## src/common/ctsr_pkg.sv

```systemverilog
package ctsr_pkg;

    // Clock and timing.
    localparam int CLK_PERIOD_NS = 50;
    localparam int DEB_TIME_NS = 10_000;
    localparam int DEB_CYC = (DEB_TIME_NS + CLK_PERIOD_NS - 1) / CLK_PERIOD_NS;
    localparam int DEB_CW = 16;

    // Geometry.
    localparam int SR_DEPTH = 64;
    localparam int LEN_W = 7;
    localparam int FIFO_W = 1;
    localparam int FIFO_D = 8;

    // Register byte offsets.
    localparam logic [7:0] OFS_CTRL = 8'h00;
    localparam logic [7:0] OFS_SHIFT_LEN = 8'h04;
    localparam logic [7:0] OFS_PULSE_LEN = 8'h08;
    localparam logic [7:0] OFS_OSC_PERIOD = 8'h0C;
    localparam logic [7:0] OFS_STATUS = 8'h10;
    localparam logic [7:0] OFS_SHIFT_CNT = 8'h14;

    // Reset values.
    localparam logic [LEN_W-1:0] RST_SHIFT_LEN = 7'h08;
    localparam logic [31:0] RST_PULSE_LEN = 32'h0000_0064;
    localparam logic [31:0] RST_OSC_PERIOD = 32'h0000_4E20;

    // Field positions.
    localparam int CTRL_EN_BIT = 0;
    localparam int CTRL_OSC_BIT = 1;
    localparam int CTRL_SLOW_BIT = 2;
    localparam int CTRL_LATCH_BIT = 3;
    localparam int ST_OUT_BIT = 0;
    localparam int ST_FULL_BIT = 1;
    localparam int ST_EMPTY_BIT = 2;
    localparam int ST_PEND_BIT = 3;

    // Bus answers.
    localparam logic [1:0] RESP_OKAY = 2'b00;
    localparam logic [1:0] RESP_SLVERR = 2'b10;

    typedef struct packed {
        logic latch_mode;
        logic slow;
        logic osc_sel;
        logic enable;
    } ctsr_ctrl_t;

    typedef enum logic [2:0] {
        OS_IDLE = 3'b001,
        OS_PULSE = 3'b010,
        OS_LATCH = 3'b100
    } ctsr_ostate_t;

endpackage

```

## src/ctsr_top.sv

```systemverilog
// Function
// - Each captured inspection result enters the memory and all stored results advance one place per shift pulse, unless the output buffer is full.
// - The output energizes when a stored result has been advanced through the programmed number of places.
// - A selectable slow response filters the clock input so a bouncing clock contact yields a single pulse.
// - An internal oscillator with programmable period can replace the clock input as shift source.
// - A setting chooses between pulse mode and latch mode for the output.
// - In pulse mode each data entry reaching the output gives one output pulse of programmable length.
// - In latch mode the output turns on when a data entry has shifted the preset number of places and stays on.
// - In latch mode the output releases at the next shift pulse whose position holds no entry.
`timescale 1ns/1ns

module ctsr_fifo
#(
    parameter int W = 1,
    parameter int D = 8
)
(
    input wire logic i_clk,
    input wire logic i_srst,
    input wire logic i_valid,
    output logic o_ready,
    input wire logic [W-1:0] i_data,
    output logic o_valid,
    input wire logic i_ready,
    output logic [W-1:0] o_data
);
    localparam int AW = $clog2(D);
    logic [W-1:0] mem [D];
    logic [AW:0] wp_ff;
    logic [AW:0] rp_ff;
    logic full;
    logic empty;

    assign full = (wp_ff[AW] != rp_ff[AW]) && (wp_ff[AW-1:0] == rp_ff[AW-1:0]);
    assign empty = (wp_ff == rp_ff);
    assign o_ready = !full;
    assign o_valid = !empty;
    assign o_data = mem[rp_ff[AW-1:0]];

    always_ff @(posedge i_clk)
    begin
        if (i_valid && !full)
        begin
            mem[wp_ff[AW-1:0]] <= i_data;
        end
    end

    always_ff @(posedge i_clk)
    begin
        if (i_srst)
        begin
            wp_ff <= '0;
            rp_ff <= '0;
        end
        else
        begin
            if (i_valid && !full)
            begin
                wp_ff <= wp_ff + 1'b1;
            end
            if (i_ready && !empty)
            begin
                rp_ff <= rp_ff + 1'b1;
            end
        end
    end
endmodule

module ctsr_top
    import ctsr_pkg::*;
#(
    parameter int DEPTH = SR_DEPTH
)
(
    input wire logic I_CLK,
    input wire logic I_SRST,
    input wire logic I_DATA,
    input wire logic I_SHIFT_CLK,
    output logic O_OUT,
    input wire logic [31:0] S_AXI_AWADDR,
    input wire logic S_AXI_AWVALID,
    output logic S_AXI_AWREADY,
    input wire logic [31:0] S_AXI_WDATA,
    input wire logic [3:0] S_AXI_WSTRB,
    input wire logic S_AXI_WVALID,
    output logic S_AXI_WREADY,
    output logic [1:0] S_AXI_BRESP,
    output logic S_AXI_BVALID,
    input wire logic S_AXI_BREADY,
    input wire logic [31:0] S_AXI_ARADDR,
    input wire logic S_AXI_ARVALID,
    output logic S_AXI_ARREADY,
    output logic [31:0] S_AXI_RDATA,
    output logic [1:0] S_AXI_RRESP,
    output logic S_AXI_RVALID,
    input wire logic S_AXI_RREADY
);
    ctsr_ctrl_t ctrl_ff;
    logic [LEN_W-1:0] shift_len_ff;
    logic [31:0] pulse_len_ff;
    logic [31:0] osc_period_ff;
    logic [31:0] shift_cnt_ff;

    // Input synchronisers and filter.
    logic [1:0] d_sync_ff;
    logic [1:0] c_sync_ff;
    logic filt_ff;
    logic filt_q_ff;
    logic [DEB_CW-1:0] deb_cnt_ff;
    logic clk_edge;

    always_ff @(posedge I_CLK)
    begin
        if (I_SRST)
        begin
            d_sync_ff <= '0;
            c_sync_ff <= '0;
        end
        else
        begin
            d_sync_ff <= {d_sync_ff[0], I_DATA};
            c_sync_ff <= {c_sync_ff[0], I_SHIFT_CLK};
        end
    end

    // Slow response demands a stable level for the whole debounce time.
    always_ff @(posedge I_CLK)
    begin
        if (I_SRST)
        begin
            filt_ff <= 1'b0;
            filt_q_ff <= 1'b0;
            deb_cnt_ff <= '0;
        end
        else
        begin
            filt_q_ff <= filt_ff;
            if (!ctrl_ff.slow || c_sync_ff[1] == filt_ff)
            begin
                deb_cnt_ff <= '0;
                filt_ff <= c_sync_ff[1];
            end
            else if (deb_cnt_ff == DEB_CW'(DEB_CYC - 1))
            begin
                deb_cnt_ff <= '0;
                filt_ff <= c_sync_ff[1];
            end
            else
            begin
                deb_cnt_ff <= deb_cnt_ff + 1'b1;
            end
        end
    end

    assign clk_edge = filt_ff && !filt_q_ff;

    // Internal oscillator.
    logic [31:0] osc_cnt_ff;
    logic osc_tick;

    assign osc_tick = (osc_cnt_ff >= osc_period_ff - 32'h0000_0001);

    always_ff @(posedge I_CLK)
    begin
        if (I_SRST || !ctrl_ff.osc_sel || osc_tick)
        begin
            osc_cnt_ff <= '0;
        end
        else
        begin
            osc_cnt_ff <= osc_cnt_ff + 32'h0000_0001;
        end
    end

    // One shift request waits here while the output buffer is full; later ones are dropped.
    logic tick;
    logic pend_ff;
    logic shift_go;
    logic fifo_in_ready;

    assign tick = ctrl_ff.enable && (ctrl_ff.osc_sel ? osc_tick : clk_edge);
    assign shift_go = pend_ff && fifo_in_ready;

    always_ff @(posedge I_CLK)
    begin
        if (I_SRST)
        begin
            pend_ff <= 1'b0;
        end
        else if (tick)
        begin
            pend_ff <= 1'b1;
        end
        else if (shift_go)
        begin
            pend_ff <= 1'b0;
        end
    end

    // Data capture; the clear on a shift wins over a new assertion, which enters the shift directly.
    logic cap_ff;

    always_ff @(posedge I_CLK)
    begin
        if (I_SRST)
        begin
            cap_ff <= 1'b0;
        end
        else if (d_sync_ff[1] && !shift_go)
        begin
            cap_ff <= 1'b1;
        end
        else if (shift_go)
        begin
            cap_ff <= 1'b0;
        end
    end

    // Shift memory and output tap.
    logic [DEPTH-1:0] sr_ff;
    logic [5:0] tap;
    logic tap_bit;

    assign tap = shift_len_ff[5:0] - 6'h01;
    assign tap_bit = sr_ff[tap];

    always_ff @(posedge I_CLK)
    begin
        if (I_SRST)
        begin
            sr_ff <= '0;
            shift_cnt_ff <= '0;
        end
        else if (shift_go)
        begin
            sr_ff <= {sr_ff[DEPTH-2:0], cap_ff | d_sync_ff[1]};
            shift_cnt_ff <= shift_cnt_ff + 32'h0000_0001;
        end
    end

    // Output buffer carries the bit leaving the tap on every shift.
    logic fo_valid;
    logic fo_ready;
    logic [FIFO_W-1:0] fo_data;
    ctsr_ostate_t st_ff;

    assign fo_ready = (st_ff != OS_PULSE);

    ctsr_fifo #(.W(FIFO_W), .D(FIFO_D)) u_ctsr_fifo
    (
        .i_clk(I_CLK),
        .i_srst(I_SRST),
        .i_valid(shift_go),
        .o_ready(fifo_in_ready),
        .i_data(tap_bit),
        .o_valid(fo_valid),
        .i_ready(fo_ready),
        .o_data(fo_data)
    );

    // Output stage.
    ctsr_ostate_t nxt_st;
    logic [31:0] pulse_cnt_ff;
    logic pop;

    assign pop = fo_valid && fo_ready;

    always_comb
    begin
        nxt_st = st_ff;
        case (st_ff)
            OS_IDLE:
            begin
                if (pop && fo_data[0])
                begin
                    nxt_st = ctrl_ff.latch_mode ? OS_LATCH : OS_PULSE;
                end
            end
            OS_PULSE:
            begin
                if (pulse_cnt_ff <= 32'h0000_0001)
                begin
                    nxt_st = OS_IDLE;
                end
            end
            OS_LATCH:
            begin
                if (!ctrl_ff.latch_mode || (pop && !fo_data[0]))
                begin
                    nxt_st = OS_IDLE;
                end
            end
            default:
            begin
                nxt_st = OS_IDLE;
            end
        endcase
    end

    always_ff @(posedge I_CLK)
    begin
        if (I_SRST)
        begin
            st_ff <= OS_IDLE;
            O_OUT <= 1'b0;
            pulse_cnt_ff <= '0;
        end
        else
        begin
            st_ff <= nxt_st;
            O_OUT <= (nxt_st != OS_IDLE);
            if (st_ff == OS_IDLE)
            begin
                pulse_cnt_ff <= pulse_len_ff;
            end
            else if (st_ff == OS_PULSE)
            begin
                pulse_cnt_ff <= pulse_cnt_ff - 32'h0000_0001;
            end
        end
    end

    // AXI4-Lite write channel.
    logic aw_got_ff;
    logic w_got_ff;
    logic [7:0] waddr_ff;
    logic [31:0] wdata_ff;
    logic [3:0] wstrb_ff;
    logic wr_do;
    logic [31:0] wmask;

    assign wr_do = aw_got_ff && w_got_ff && !S_AXI_BVALID;
    assign wmask = {{8{wstrb_ff[3]}}, {8{wstrb_ff[2]}}, {8{wstrb_ff[1]}}, {8{wstrb_ff[0]}}};

    always_ff @(posedge I_CLK)
    begin
        if (I_SRST)
        begin
            aw_got_ff <= 1'b0;
            w_got_ff <= 1'b0;
            S_AXI_AWREADY <= 1'b0;
            S_AXI_WREADY <= 1'b0;
            S_AXI_BVALID <= 1'b0;
            S_AXI_BRESP <= RESP_OKAY;
            waddr_ff <= '0;
            wdata_ff <= '0;
            wstrb_ff <= '0;
        end
        else
        begin
            S_AXI_AWREADY <= !aw_got_ff && !(S_AXI_AWVALID && S_AXI_AWREADY);
            S_AXI_WREADY <= !w_got_ff && !(S_AXI_WVALID && S_AXI_WREADY);
            if (S_AXI_AWVALID && S_AXI_AWREADY)
            begin
                aw_got_ff <= 1'b1;
                waddr_ff <= S_AXI_AWADDR[7:0];
            end
            if (S_AXI_WVALID && S_AXI_WREADY)
            begin
                w_got_ff <= 1'b1;
                wdata_ff <= S_AXI_WDATA;
                wstrb_ff <= S_AXI_WSTRB;
            end
            if (wr_do)
            begin
                aw_got_ff <= 1'b0;
                w_got_ff <= 1'b0;
                S_AXI_BVALID <= 1'b1;
                if (waddr_ff == OFS_CTRL || waddr_ff == OFS_SHIFT_LEN
                    || waddr_ff == OFS_PULSE_LEN || waddr_ff == OFS_OSC_PERIOD)
                begin
                    S_AXI_BRESP <= RESP_OKAY;
                end
                else
                begin
                    S_AXI_BRESP <= RESP_SLVERR;
                end
            end
            else if (S_AXI_BVALID && S_AXI_BREADY)
            begin
                S_AXI_BVALID <= 1'b0;
            end
        end
    end

    always_ff @(posedge I_CLK)
    begin
        if (I_SRST)
        begin
            ctrl_ff <= '0;
            shift_len_ff <= RST_SHIFT_LEN;
            pulse_len_ff <= RST_PULSE_LEN;
            osc_period_ff <= RST_OSC_PERIOD;
        end
        else if (wr_do)
        begin
            if (waddr_ff == OFS_CTRL)
            begin
                if (wstrb_ff[0])
                begin
                    ctrl_ff <= wdata_ff[CTRL_LATCH_BIT:CTRL_EN_BIT];
                end
            end
            else if (waddr_ff == OFS_SHIFT_LEN)
            begin
                if (wstrb_ff[0])
                begin
                    shift_len_ff <= wdata_ff[LEN_W-1:0];
                end
            end
            else if (waddr_ff == OFS_PULSE_LEN)
            begin
                pulse_len_ff <= (pulse_len_ff & ~wmask) | (wdata_ff & wmask);
            end
            else if (waddr_ff == OFS_OSC_PERIOD)
            begin
                osc_period_ff <= (osc_period_ff & ~wmask) | (wdata_ff & wmask);
            end
        end
    end

    // AXI4-Lite read channel.
    logic [31:0] rd_val;
    logic rd_ok;

    always_comb
    begin
        rd_val = '0;
        rd_ok = 1'b1;
        if (S_AXI_ARADDR[7:0] == OFS_CTRL)
        begin
            rd_val[CTRL_LATCH_BIT:CTRL_EN_BIT] = ctrl_ff;
        end
        else if (S_AXI_ARADDR[7:0] == OFS_SHIFT_LEN)
        begin
            rd_val[LEN_W-1:0] = shift_len_ff;
        end
        else if (S_AXI_ARADDR[7:0] == OFS_PULSE_LEN)
        begin
            rd_val = pulse_len_ff;
        end
        else if (S_AXI_ARADDR[7:0] == OFS_OSC_PERIOD)
        begin
            rd_val = osc_period_ff;
        end
        else if (S_AXI_ARADDR[7:0] == OFS_STATUS)
        begin
            rd_val[ST_OUT_BIT] = O_OUT;
            rd_val[ST_FULL_BIT] = !fifo_in_ready;
            rd_val[ST_EMPTY_BIT] = !fo_valid;
            rd_val[ST_PEND_BIT] = pend_ff;
        end
        else if (S_AXI_ARADDR[7:0] == OFS_SHIFT_CNT)
        begin
            rd_val = shift_cnt_ff;
        end
        else
        begin
            rd_ok = 1'b0;
        end
    end

    always_ff @(posedge I_CLK)
    begin
        if (I_SRST)
        begin
            S_AXI_ARREADY <= 1'b0;
            S_AXI_RVALID <= 1'b0;
            S_AXI_RDATA <= '0;
            S_AXI_RRESP <= RESP_OKAY;
        end
        else if (S_AXI_ARVALID && S_AXI_ARREADY)
        begin
            S_AXI_ARREADY <= 1'b0;
            S_AXI_RVALID <= 1'b1;
            S_AXI_RDATA <= rd_val;
            S_AXI_RRESP <= rd_ok ? RESP_OKAY : RESP_SLVERR;
        end
        else if (S_AXI_RVALID && S_AXI_RREADY)
        begin
            S_AXI_RVALID <= 1'b0;
        end
        else if (!S_AXI_RVALID)
        begin
            S_AXI_ARREADY <= 1'b1;
        end
    end

    // Checks.
    a_shift_entry: assert property (@(posedge I_CLK) disable iff (I_SRST)
        shift_go |=> sr_ff[0] == $past(cap_ff | d_sync_ff[1])
        && sr_ff[DEPTH-1:1] == $past(sr_ff[DEPTH-2:0]))
        else $error("shift entry wrong");
    a_tap_push: assert property (@(posedge I_CLK) disable iff (I_SRST)
        shift_go && tap_bit && !fo_valid && st_ff == OS_IDLE ##1 ctrl_ff.latch_mode
        |-> ##[0:1] O_OUT)
        else $error("output did not follow tap");
    a_slow_filter: assert property (@(posedge I_CLK) disable iff (I_SRST)
        ctrl_ff.slow && $past(ctrl_ff.slow) && $changed(filt_ff)
        |-> $past(deb_cnt_ff) == DEB_CW'(DEB_CYC - 1))
        else $error("slow filter passed early");
    a_osc_pend: assert property (@(posedge I_CLK) disable iff (I_SRST)
        ctrl_ff.enable && ctrl_ff.osc_sel && osc_tick |=> pend_ff)
        else $error("oscillator tick lost");
    a_mode_drop: assert property (@(posedge I_CLK) disable iff (I_SRST)
        st_ff == OS_LATCH && !ctrl_ff.latch_mode |=> st_ff == OS_IDLE)
        else $error("latch held in pulse mode");
    a_pulse_len: assert property (@(posedge I_CLK) disable iff (I_SRST)
        st_ff == OS_IDLE && nxt_st == OS_PULSE |=> pulse_cnt_ff == $past(pulse_len_ff) && O_OUT)
        else $error("pulse length wrong");
    a_latch_set: assert property (@(posedge I_CLK) disable iff (I_SRST)
        pop && fo_data[0] && ctrl_ff.latch_mode |=> O_OUT ##1 O_OUT || pop)
        else $error("latch not set");
    a_latch_release: assert property (@(posedge I_CLK) disable iff (I_SRST)
        st_ff == OS_LATCH && pop && !fo_data[0] |=> !O_OUT && st_ff == OS_IDLE)
        else $error("latch not released");
    a_capture_hold: assert property (@(posedge I_CLK) disable iff (I_SRST)
        d_sync_ff[1] && !shift_go |=> cap_ff)
        else $error("data assertion lost");
    a_edge_detect: assert property (@(posedge I_CLK) disable iff (I_SRST)
        !ctrl_ff.slow && !$past(ctrl_ff.slow) && $rose(c_sync_ff[1]) |=> clk_edge)
        else $error("clock edge missed");
    c_pulse: cover property (@(posedge I_CLK) st_ff == OS_PULSE ##1 st_ff == OS_IDLE);
    c_latch: cover property (@(posedge I_CLK) st_ff == OS_LATCH ##1 st_ff == OS_IDLE);
    c_full: cover property (@(posedge I_CLK) pend_ff && !fifo_in_ready);
endmodule

```

## config.mk

```make
export PLATFORM = sky130hd
export DESIGN_NAME = ctsr_top
export DESIGN_NICKNAME = d
export VERILOG_FILES = /design/src/common/ctsr_pkg.sv /design/src/ctsr_top.sv
export SDC_FILE = /design/constraint.sdc
export NUM_CORES = 1
export LEC_CHECK = 0
export BUFFER_PORTS_ARGS = -buffer_cell sky130_fd_sc_hd__buf_2
export CAP_MARGIN = 20
export CORE_MARGIN = 2
export CORE_UTILIZATION = 30
export CTS_CLUSTER_SIZE = 16
export DETAILED_ROUTE_END_ITERATION = 10
export GPL_TIMING_DRIVEN = 0
export PLACE_DENSITY = 0.54
export SYNTH_ARGS = -nofsm -noshare
export SYNTH_HDL_FRONTEND = slang
export SYNTH_SLANG_ARGS = --single-unit
```

## constraint.sdc

```tcl
create_clock -name I_CLK -period 3.45 [get_ports I_CLK]
set_input_delay 0.345 -clock I_CLK [delete_from_list [all_inputs] [get_ports I_CLK]]
set_output_delay 0.345 -clock I_CLK [all_outputs]
set_load 0.03 [all_outputs]
```

* Word-level counts from Yosys, hierarchy flattened
Memory sizes are Yosys's and may differ from the RTL's. A register that Yosys moved wholly into a read port is not among the register bits. Cells that the tools add are included.
Word-level totals: logic and storage cells 171, memory bits (read-only) 0, input port bits 109, register bits after elaboration 358, memories kept 1, bits in latches 0, memory bits (writable) 8, output and inout bits 42
Memories:
- u_ctsr_fifo.mem | depth 8, width 1, rd ports 1, clocked after memory_dff 1, write ports 1, RTL line ctsr_top.sv:28 | logic [W-1:0] mem [D];
Operators by class: shift-type cells 0, $add $sub $neg 8, divide/modulo/power cells 0, order comparisons 3, mux-type cells 40, equality and inequality tests 18, bitwise logic cells 12, reduce and logical (&&, ||, !) cells 54, multipliers 0
Operator list (count):
- $mux 32 | 5
- $and 32x32->32 | 3
- $add 32x1->32 const B | 2
- $or 32x32->32 | 2
- $sub 32x1->32 const B | 2
- $mux 28 | 2
- $eq 8x4->1 const B | 4
- $ge 32x32->1 | 1
- $le 32x1->1 const B | 1
- $not 32->32 | 1
- $mux 25 | 1
- $mux 1 | 19
- $logic_and 1x1->1 | 18
- $mux 3 | 6
- $add 16x1->16 const B | 1
- $eq 16x8->1 const B | 1
- $eq 8x3->1 const B | 2
- $eq 8x5->1 const B | 2
- $logic_not 8->1 | 2
- $logic_not 1->1 | 13
- $reduce_bool 2->1 | 6
- $pmux 3 s3 | 1
- $add 4x1->4 const B | 2
- $mux 4 | 2
- other kinds (23) | 36

* Longest topological paths before layout
Gate-level depths: netlist (run 1).
depth after elaboration 8, depth in mapped cells 15

* Cells and area by module
A second synthesis (run 1) with hierarchy kept.
Unflattened totals: cells, all modules 1992, area, all modules 16922.5 sq um
By module, submodules not included:
- ctsr_top | sequential area each 6966.7 sq um, times used 1, cells an instance 1894, area an instance 15856.5 sq um
- ctsr_fifo | sequential area each 460.4 sq um, times used 1, cells an instance 98, area an instance 1066.0 sq um

* Least setup slack after synthesis (run 1)
OpenSTA, ideal clock, no wires.
kind register -> register, start point register with a tool-made name, end point register osc_cnt_ff[10], buffers on the path 2, data required time 3.364 ns, arrival time 3.339 ns, stages on the path, launching flop included 16, setup time 0.086 ns, period minus slack after synthesis 3.425 ns, slack 0.025 ns, cell sequence dfxtp_1 > or3_1 > nor4_1 > and3_1 > clkbuf_1 > nand2_1 > nor4_1 > xnor2_1 > ha_1 > and2_1 > a221o_1 > a21oi_1 > nand2_1 > a211o_1 > buf_1 > a211oi_1
RTL lines:
- end signal: assignment | RTL line ctsr_top.sv:171 | osc_cnt_ff <= osc_cnt_ff + 32'h0000_0001;
- end: declaration | RTL line ctsr_top.sv:158 | logic [31:0] osc_cnt_ff;

==> run summary, run 1 <==
outcome: completed
period utilisation layout: 99.97%
# IOs: 151
Post-synth EDFFs: 8
Root Buffer: clkbuf_16
via/cell ratio: 5.092
core area: 55090 sq um
largest net degree at the start of global routing: 14
Die ar.: 57540 sq um
Yosys Warn Count: 0
# DRC: 0
clk_lat worst skew: 0.57 ns
Worst EP required: 3.93 ns
DIE WIDTH: 239.9 microns
WP data arrival: 3.92 ns
Highest Clock Rate: 289.9 MHz
placed cell areas: 18130 sq um
vias in the first global route: 13920
Multi-input gate area: 8974 sq um
CTS tree: built
pwr/cell area: 468.0 nW/um^2
met1 wire length: 24.12 mm
Critical Path Source Type: flop
antenna violations before repair: 0
Slew @ Worst Pin: 1.036 ns
post-route cell area: 20160 sq um
CTS sink cnt: 367
largest fanout on the critical path: 6
fraction of layout instances using a drive strength above 1: 13.55%
area grow syn2layout: 20.80%
setup violators final: 0
CTS buffer count: 42
CTS H-tree lvls: 2
total of max-cap violations: 0
Clock transition at path regs: 0.06 ns
# fillers: 5660
register area share after synthesis: 44.50%
Final GP Congestion: 0.8887
DRT Pass-1 Iters: 7
initial core utilization: 30.29%
PortBufs: 98
first-pass GRT wire length: 78.36 mm
post-synthesis cell type count: 66
Tmin final: 3.449 ns
HPWL after DPL: 38.32 mm
mapped cell area: 16690 sq um
Final Hold Fails: 0
final WL: 50.73 mm
initial DRC count: 1200
unrepaired setup endpoints after global routing: yes
top layer in use: met4
Final Max Slew Viols: 0
crit path kind: reg2reg
ys async rst share: 0%
GR Overflow Total: 0
Die Ht: 239.9 microns
met3 WL: 2.726 mm
final core utilization: 36.59%
DR WL/cell: 17.56 microns
clock skew: 0.01731 ns
Seq. cell area: 7436 sq um
via count: 14710
met2 routed WL: 22.64 mm
#FFs+latches synth: 367
nets: 2257
Avg Cell Area, Syn: 8.607 sq um
VDD IR-drop max: 278.3 uV
main flop type after synthesis: dfxtp_1
cell count after synthesis: 1939
Routed Antenna Nets: 0
CP Capture Type: flop
Total GRT Usage: 17.35%
hold crit path type: in2reg
Fin Setup TNS: 0 ns
Cell Rows: 86
Slew headroom: 30.22%
antenna cells: 0
Leak: 7.002 nW
CTS max path bufs: 3
-- timing repair --
| item | in CTS | in global routing |
|---|---|---|
| pin swaps | 6 | 9 |
| hold endpoints to repair | 14 | 0 |
| endpoints found under the setup margin | 41 | 33 |
| setup buffers | 9 | 3 |
| hold buffers | 14 | 0 |
| gates cloned | 1 | 0 |
| gates resized for setup | 54 | 38 |
-- critical path: stages (launching register included) --
cell and delay, ns:
dfxtp_4 0.36, or3_4 0.41, nor4_4 0.16, and3_4 0.27, nand2_4 0.07, nor4_4 0.15
xnor2_1 0.16, ha_1 0.28, and2_4 0.15, a221o_1 0.29, a21oi_1 0.14, nand2_1 0.11
a211o_4 0.38, clkbuf_4 0.20, a211oi_1 0.24
-- final timing paths --
kind	start	endpoint	slack, ns	depth (start not counted)
worst max-delay path	flop	osc_cnt_ff[14]$_SDFF_PP0_	0.0009	14
worst min-delay path	S_AXI_WDATA[28]	wdata_ff[28]$_SDFFE_PP0P_	0.02	3
worst max register to register	flop	osc_cnt_ff[14]$_SDFF_PP0_	0.0009	14
worst min register to register	c_sync_ff[0]$_SDFF_PP0_	c_sync_ff[1]$_SDFF_PP0_	0.44	1
-- logic make-up after synthesis --
logic type | count (synthesis) | synth area share, %
xor gates and xnor gates | 114 | 5.982
and+or+nand+nor | 798 | 22.10
muxes | 77 | 6.290
buffers and inverters | 142 | 3.329
DFF | 367 | 44.50
AOI/OAI and AO/OA | 399 | 14.70
other | 1 | 0.02247
adders and majority gates | 41 | 3.074
-- layer usage --
layer  track usage (%)  vias up
met1             24.40     6970
met3             2.147       71
met5                 0        -
met2             27.56      425
li1                  -     7245
met4             5.590        0
-- power by group --
part	switching (mW)	leakage, nW	internal (mW)
Combinational	0.256	3.32	0.118
Clock	1.85	0.711	2.86
Sequential	0.0491	2.97	4.29
-- through the flow --
| stage | cells | setup WS, ns | power [mW] | hold slack (ns) |
|---|---|---|---|---|
| detailed placement | 2787 | -1.128 | 4.799 | 0.4309 |
| CTS | 2887 | -0.02217 | 9.527 | 0.001685 |
| global route | 2889 | -0.1555 | 9.731 | 0.01463 |
| floorplan | 1940 | 0.02538 | 4.635 | 0.4138 |
| global placement | 2786 | -1.020 | 4.793 | 0.4212 |
| finish | 2889 | 0.0008988 | 9.434 | 0.02348 |
-- synthesized netlist by cell type, drive strengths merged (11+ instances only) --
cell    instances  area share [%]
and3           17            0.64
nor2b          13            0.49
mux2i          52             3.1
a222oi         25             1.5
o21ai          53             1.6
nand2         350             7.9
clkbuf         99             2.2
and2           14            0.52
dfxtp         359              43
xnor2          53             2.8
nor4           30             1.2
or3            22            0.85
nand4          31             1.2
nor3           37             1.2
buf            22            0.63
nor2          154             3.5
nand3          81             2.5
a21oi         202             6.1
inv            20            0.45
ha             41             3.1
xor2           61             3.2
nand2b         11            0.41
a211oi         36             1.6
o211ai         16            0.72
mux4           22             3.0
-- cell usage in the layout (no fill, tap or decap), types with 10 or more instances in the layout --
cell           instances
mux2i_1               52
inv_1                 20
mux4_2                22
nor2b_1               12
nor4_1                25
dlygate4sd3_1         14
clkbuf_1              97
and3_1                16
buf_2                111
a222oi_1              25
xnor2_1               53
and4_1                10
dfxtp_1              356
a21o_1                10
and2_1                13
nand2b_1              10
a211oi_1              15
nor2_1               153
nand4_1               31
o21ai_0               51
o211ai_1              16
nand2_1              349
xor2_1                61
nor3_1                31
a21oi_1              201
a211oi_2              21
buf_4                 17
nand3_1               79
ha_1                  40
clkbuf_16             44
or3_1                 19
-- cell type report --
class                      instances  share of cell area [%]
buffer                           118                   2.625
clock buffer                      57                   5.846
clock inverter                    21                   1.452
inverter                          21                  0.3910
multi-input combinational       1431                   44.51
sequential                       367                   36.88
tap                              748                   4.642
timing repair buffer             126                   3.649
Power figures use the tool's default switching activity.
==> run 2: changes to the inputs <==
--- a/config.mk
+++ b/config.mk
@@ -12,6 +12,7 @@
 export CTS_CLUSTER_SIZE = 16
 export DETAILED_ROUTE_END_ITERATION = 10
 export GPL_TIMING_DRIVEN = 0
+export HOLD_SLACK_MARGIN = 0.1
 export PLACE_DENSITY = 0.54
 export SYNTH_ARGS = -nofsm -noshare
 export SYNTH_HDL_FRONTEND = slang
==> run 2 against run 1 <==
Compared with the run above: the run now ends with setup timing left; global-route usage is 0.14 points higher; utilization up 0.60 points; critical path depth did not move; die area stayed put; count of clock-buffer cells in the layout stayed put; highest routed layer unchanged.
==> run summary, run 2 (synthesis gave the netlist of run 1 again) <==
outcome: complete, but fails checks (was completed)
failing checks: setup timing
Die ar.: 57540 sq um (unchanged)
Multi-input gate area: 8974 sq um (unchanged)
setup violators final: 1 (was 0)
delay-heaviest family, CP: simple AND/OR/NAND/NOR gates (unchanged)
Seq. cell area: 7436 sq um (unchanged)
Tmin final: 3.460 ns (was 3.449 ns)
Worst EP required: 3.92 ns (was 3.93 ns)
PortBufs: 98 (unchanged)
initial DRC count: 1154 (was 1200)
area grow syn2layout: 22.78% (was 20.80%)
Leak: 7.140 nW (was 7.002 nW)
CTS buffer count: 42 (unchanged)
fraction of layout instances using a drive strength above 1: 13.34% (was 13.55%)
Final GP Congestion: 0.8887 (unchanged)
switching part of the total: 22.84% (was 22.86%)
largest net degree at the start of global routing: 14 (unchanged)
Non-Filler Instances: 2922 (was 2889)
combinational fraction of design power: 4.3% (was 4.0%)
commonest cells after routing, fill and taps aside: 356 x dfxtp_1, 349 x nand2_1, 201 x a21oi_1, 153 x nor2_1, 111 x buf_2 (unchanged)
hold path depth: 3 (unchanged)
CP Capture Type: flop (unchanged)
DRT Pass-1 Iters: 7 (unchanged)
vias in the first global route: 14070 (was 13920)
# IOs: 151 (unchanged)
Power Internal: 7.302 mW (was 7.277 mW)
Fin Setup TNS: -0.009506 ns (was 0 ns)
Worst Reg-to-Reg Cells: 14 (unchanged)
# DRC: 0 (unchanged)
Slew headroom: 29.91% (was 30.22%)
Highest Clock Rate: 289.1 MHz (was 289.9 MHz)
VDD IR-drop max: 279.2 uV (was 278.3 uV)
CTS tree: built (unchanged)
hold_sp: S_AXI_RREADY (was S_AXI_WDATA[28])
first-pass GRT wire length: 79.03 mm (was 78.36 mm)
clk_lat worst skew: 0.57 ns (about the same)
initial core utilization: 30.29% (unchanged)
antenna violations before repair: 0 (unchanged)
smallest hold slack: 0.1152 ns (was 0.02348 ns)
WP data arrival: 3.93 ns (was 3.92 ns)
CTS H-tree lvls: 2 (unchanged)
antenna cells: 0 (unchanged)
pwr/cell area: 461.8 nW/um^2 (was 468.0 nW/um^2)
Bufs and invs on worst path: 1 (unchanged)
r2r endpoint: osc_cnt_ff[14]$_SDFF_PP0_ (unchanged)
Worst path most repeated cell: nor4_4 (unchanged)
Final Hold Fails: 0 (unchanged)
clock share of power: 49.8% (was 50.0%)
period utilisation layout: 100.3% (was 99.97%)
Switch Pwr: 2.161 mW (was 2.157 mW)
DIE WIDTH: 239.9 microns (unchanged)
via count: 14840 (was 14710)
Slew @ Worst Pin: 1.040 ns (was 1.036 ns)
hold crit path type: in2reg (unchanged)
core area: 55090 sq um (unchanged)
Routed Antenna Nets: 0 (unchanged)
slowest CP cell: or3_4 (unchanged)
share of power burned in registers: 45.9% (was 46.0%)
unrepaired setup endpoints after global routing: yes (unchanged)
DR WL/cell: 17.51 microns (was 17.56 microns)
final setup margin: -0.009506 ns (was 0.0008988 ns)
Hold EP: S_AXI_RVALID$_SDFFE_PP0P_ (was wdata_ff[28]$_SDFFE_PP0P_)
via/cell ratio: 5.077 (was 5.092)
flop-to-flop setup slack: -0.01 ns (was 0.0009 ns)
largest fanout on the critical path: 6 (unchanged)
Clock transition at path regs: 0.06 ns (about the same)
Critical Path Source Type: flop (unchanged)
Cell Rows: 86 (unchanged)
DP Worst Slack: -1.128 ns (unchanged)
total power: 9.462 mW (was 9.434 mW)
# fillers: 5621 (was 5660)
Root Buffer: clkbuf_16 (unchanged)
Die Ht: 239.9 microns (unchanged)
clock skew: 0.01780 ns (was 0.01731 ns)
Crit path largest cell delay: 0.40 ns (was 0.41 ns)
nets: 2290 (was 2257)
CTS sink cnt: 367 (unchanged)
Final Max Slew Viols: 0 (unchanged)
Total GRT Usage: 17.48% (was 17.35%)
GR Overflow Total: 0 (unchanged)
CP cell instances: or3_4 -> nor4_4 -> and3_4 -> nand2_4 -> nor4_4 -> xnor2_1 -> ha_1 -> and2_4 -> a221o_1 -> a21oi_1 -> nand2_1 -> a211o_4 -> clkbuf_4 -> a211oi_1 (unchanged)
most common cell after layout, fill and taps aside: dfxtp_1 (unchanged)
crit path kind: reg2reg (unchanged)
CTS max path bufs: 3 (unchanged)
total of max-cap violations: 0 (unchanged)
Cells after DPL: 2787 (unchanged)
final WL: 51.15 mm (was 50.73 mm)
HPWL after DPL: 38.32 mm (unchanged)
-- run 2: cell count changes in the layout (fill, tap and decap cells not counted) --
cell	delta
dlygate4sd3_1	+33
-- run 2: layout make-up --
cell class,count,share of cell area (%)
timing repair buffer,159,5.202
inverter,21,0.3847
clock inverter,21,1.429
tap,748,4.567
clock buffer,57,5.752
multi-input combinational,1431,43.79
buffer,118,2.583
sequential,367,36.29
-- run 2: worst max-delay path by stage --
stage          cells after the start                           end  slack (ns)
6_report                          14     osc_cnt_ff[14]$_SDFF_PP0_       -0.01
5_1_grt                           14     osc_cnt_ff[23]$_SDFF_PP0_       -0.16
4_1_cts                           14     osc_cnt_ff[15]$_SDFF_PP0_       -0.02
3_5_place_dp                      10  u_ctsr_fifo.mem[3]$_DFFE_PP_       -1.13
3_3_place_gp                      10  u_ctsr_fifo.mem[0]$_DFFE_PP_       -1.02
2_1_floorplan                     15     osc_cnt_ff[10]$_SDFF_PP0_        0.03
-- run 2: timing repair --
| item | CTS | global route |
|---|---|---|
| gates cloned | 1 | 0 |
| buffers inserted | 9 | 3 |
| endpoints found under the hold margin | 47 | 0 |
| pin swaps | 6 | 9 |
| resized for setup | 54 | 38 |
| hold buffers | 47 | 0 |
| endpoints found under the setup margin | 41 | 33 |
-- run 2: worst register-to-register path, cell delays in order (launching register included) --
cell	delay, ns
dfxtp_4	0.35
or3_4	0.41
nor4_4	0.16
and3_4	0.27
nand2_4	0.07
nor4_4	0.16
xnor2_1	0.16
ha_1	0.28
and2_4	0.15
a221o_1	0.30
a21oi_1	0.14
nand2_1	0.11
a211o_4	0.38
clkbuf_4	0.20
a211oi_1	0.24
-- run 2: per-stage QoR --
stage,cell area (sq um),utilization (%)
global route,20490,37.19
detailed placement,18130,32.92
finish,20490,37.19
global placement,18120,32.89
floorplan,16690,-
CTS,20340,36.92
-- run 2: power groups by stage --
stage | combinational [mW] | clock, mW | sequential, mW
global placement | 0.357 | 0 | 4.44
CTS | 0.403 | 4.81 | 4.34
global route | 0.441 | 4.98 | 4.35
detailed placement | 0.361 | 0 | 4.44
finish | 0.405 | 4.71 | 4.34
floorplan | 0.206 | 0 | 4.43
-- run 2: metal layers --
metal / track usage (%) / share of wire (%) / routed length [microns] / vias to the layer above
met3: 2.135 / 5.7 / 2932 / 68
met5: 0 / 0 / 0 / -
met4: 5.590 / 2.3 / 1189 / 0
met1: 24.43 / 47 / 23860 / 7017
li1: - / - / - / 7318
met2: 28.02 / 45 / 23170 / 433
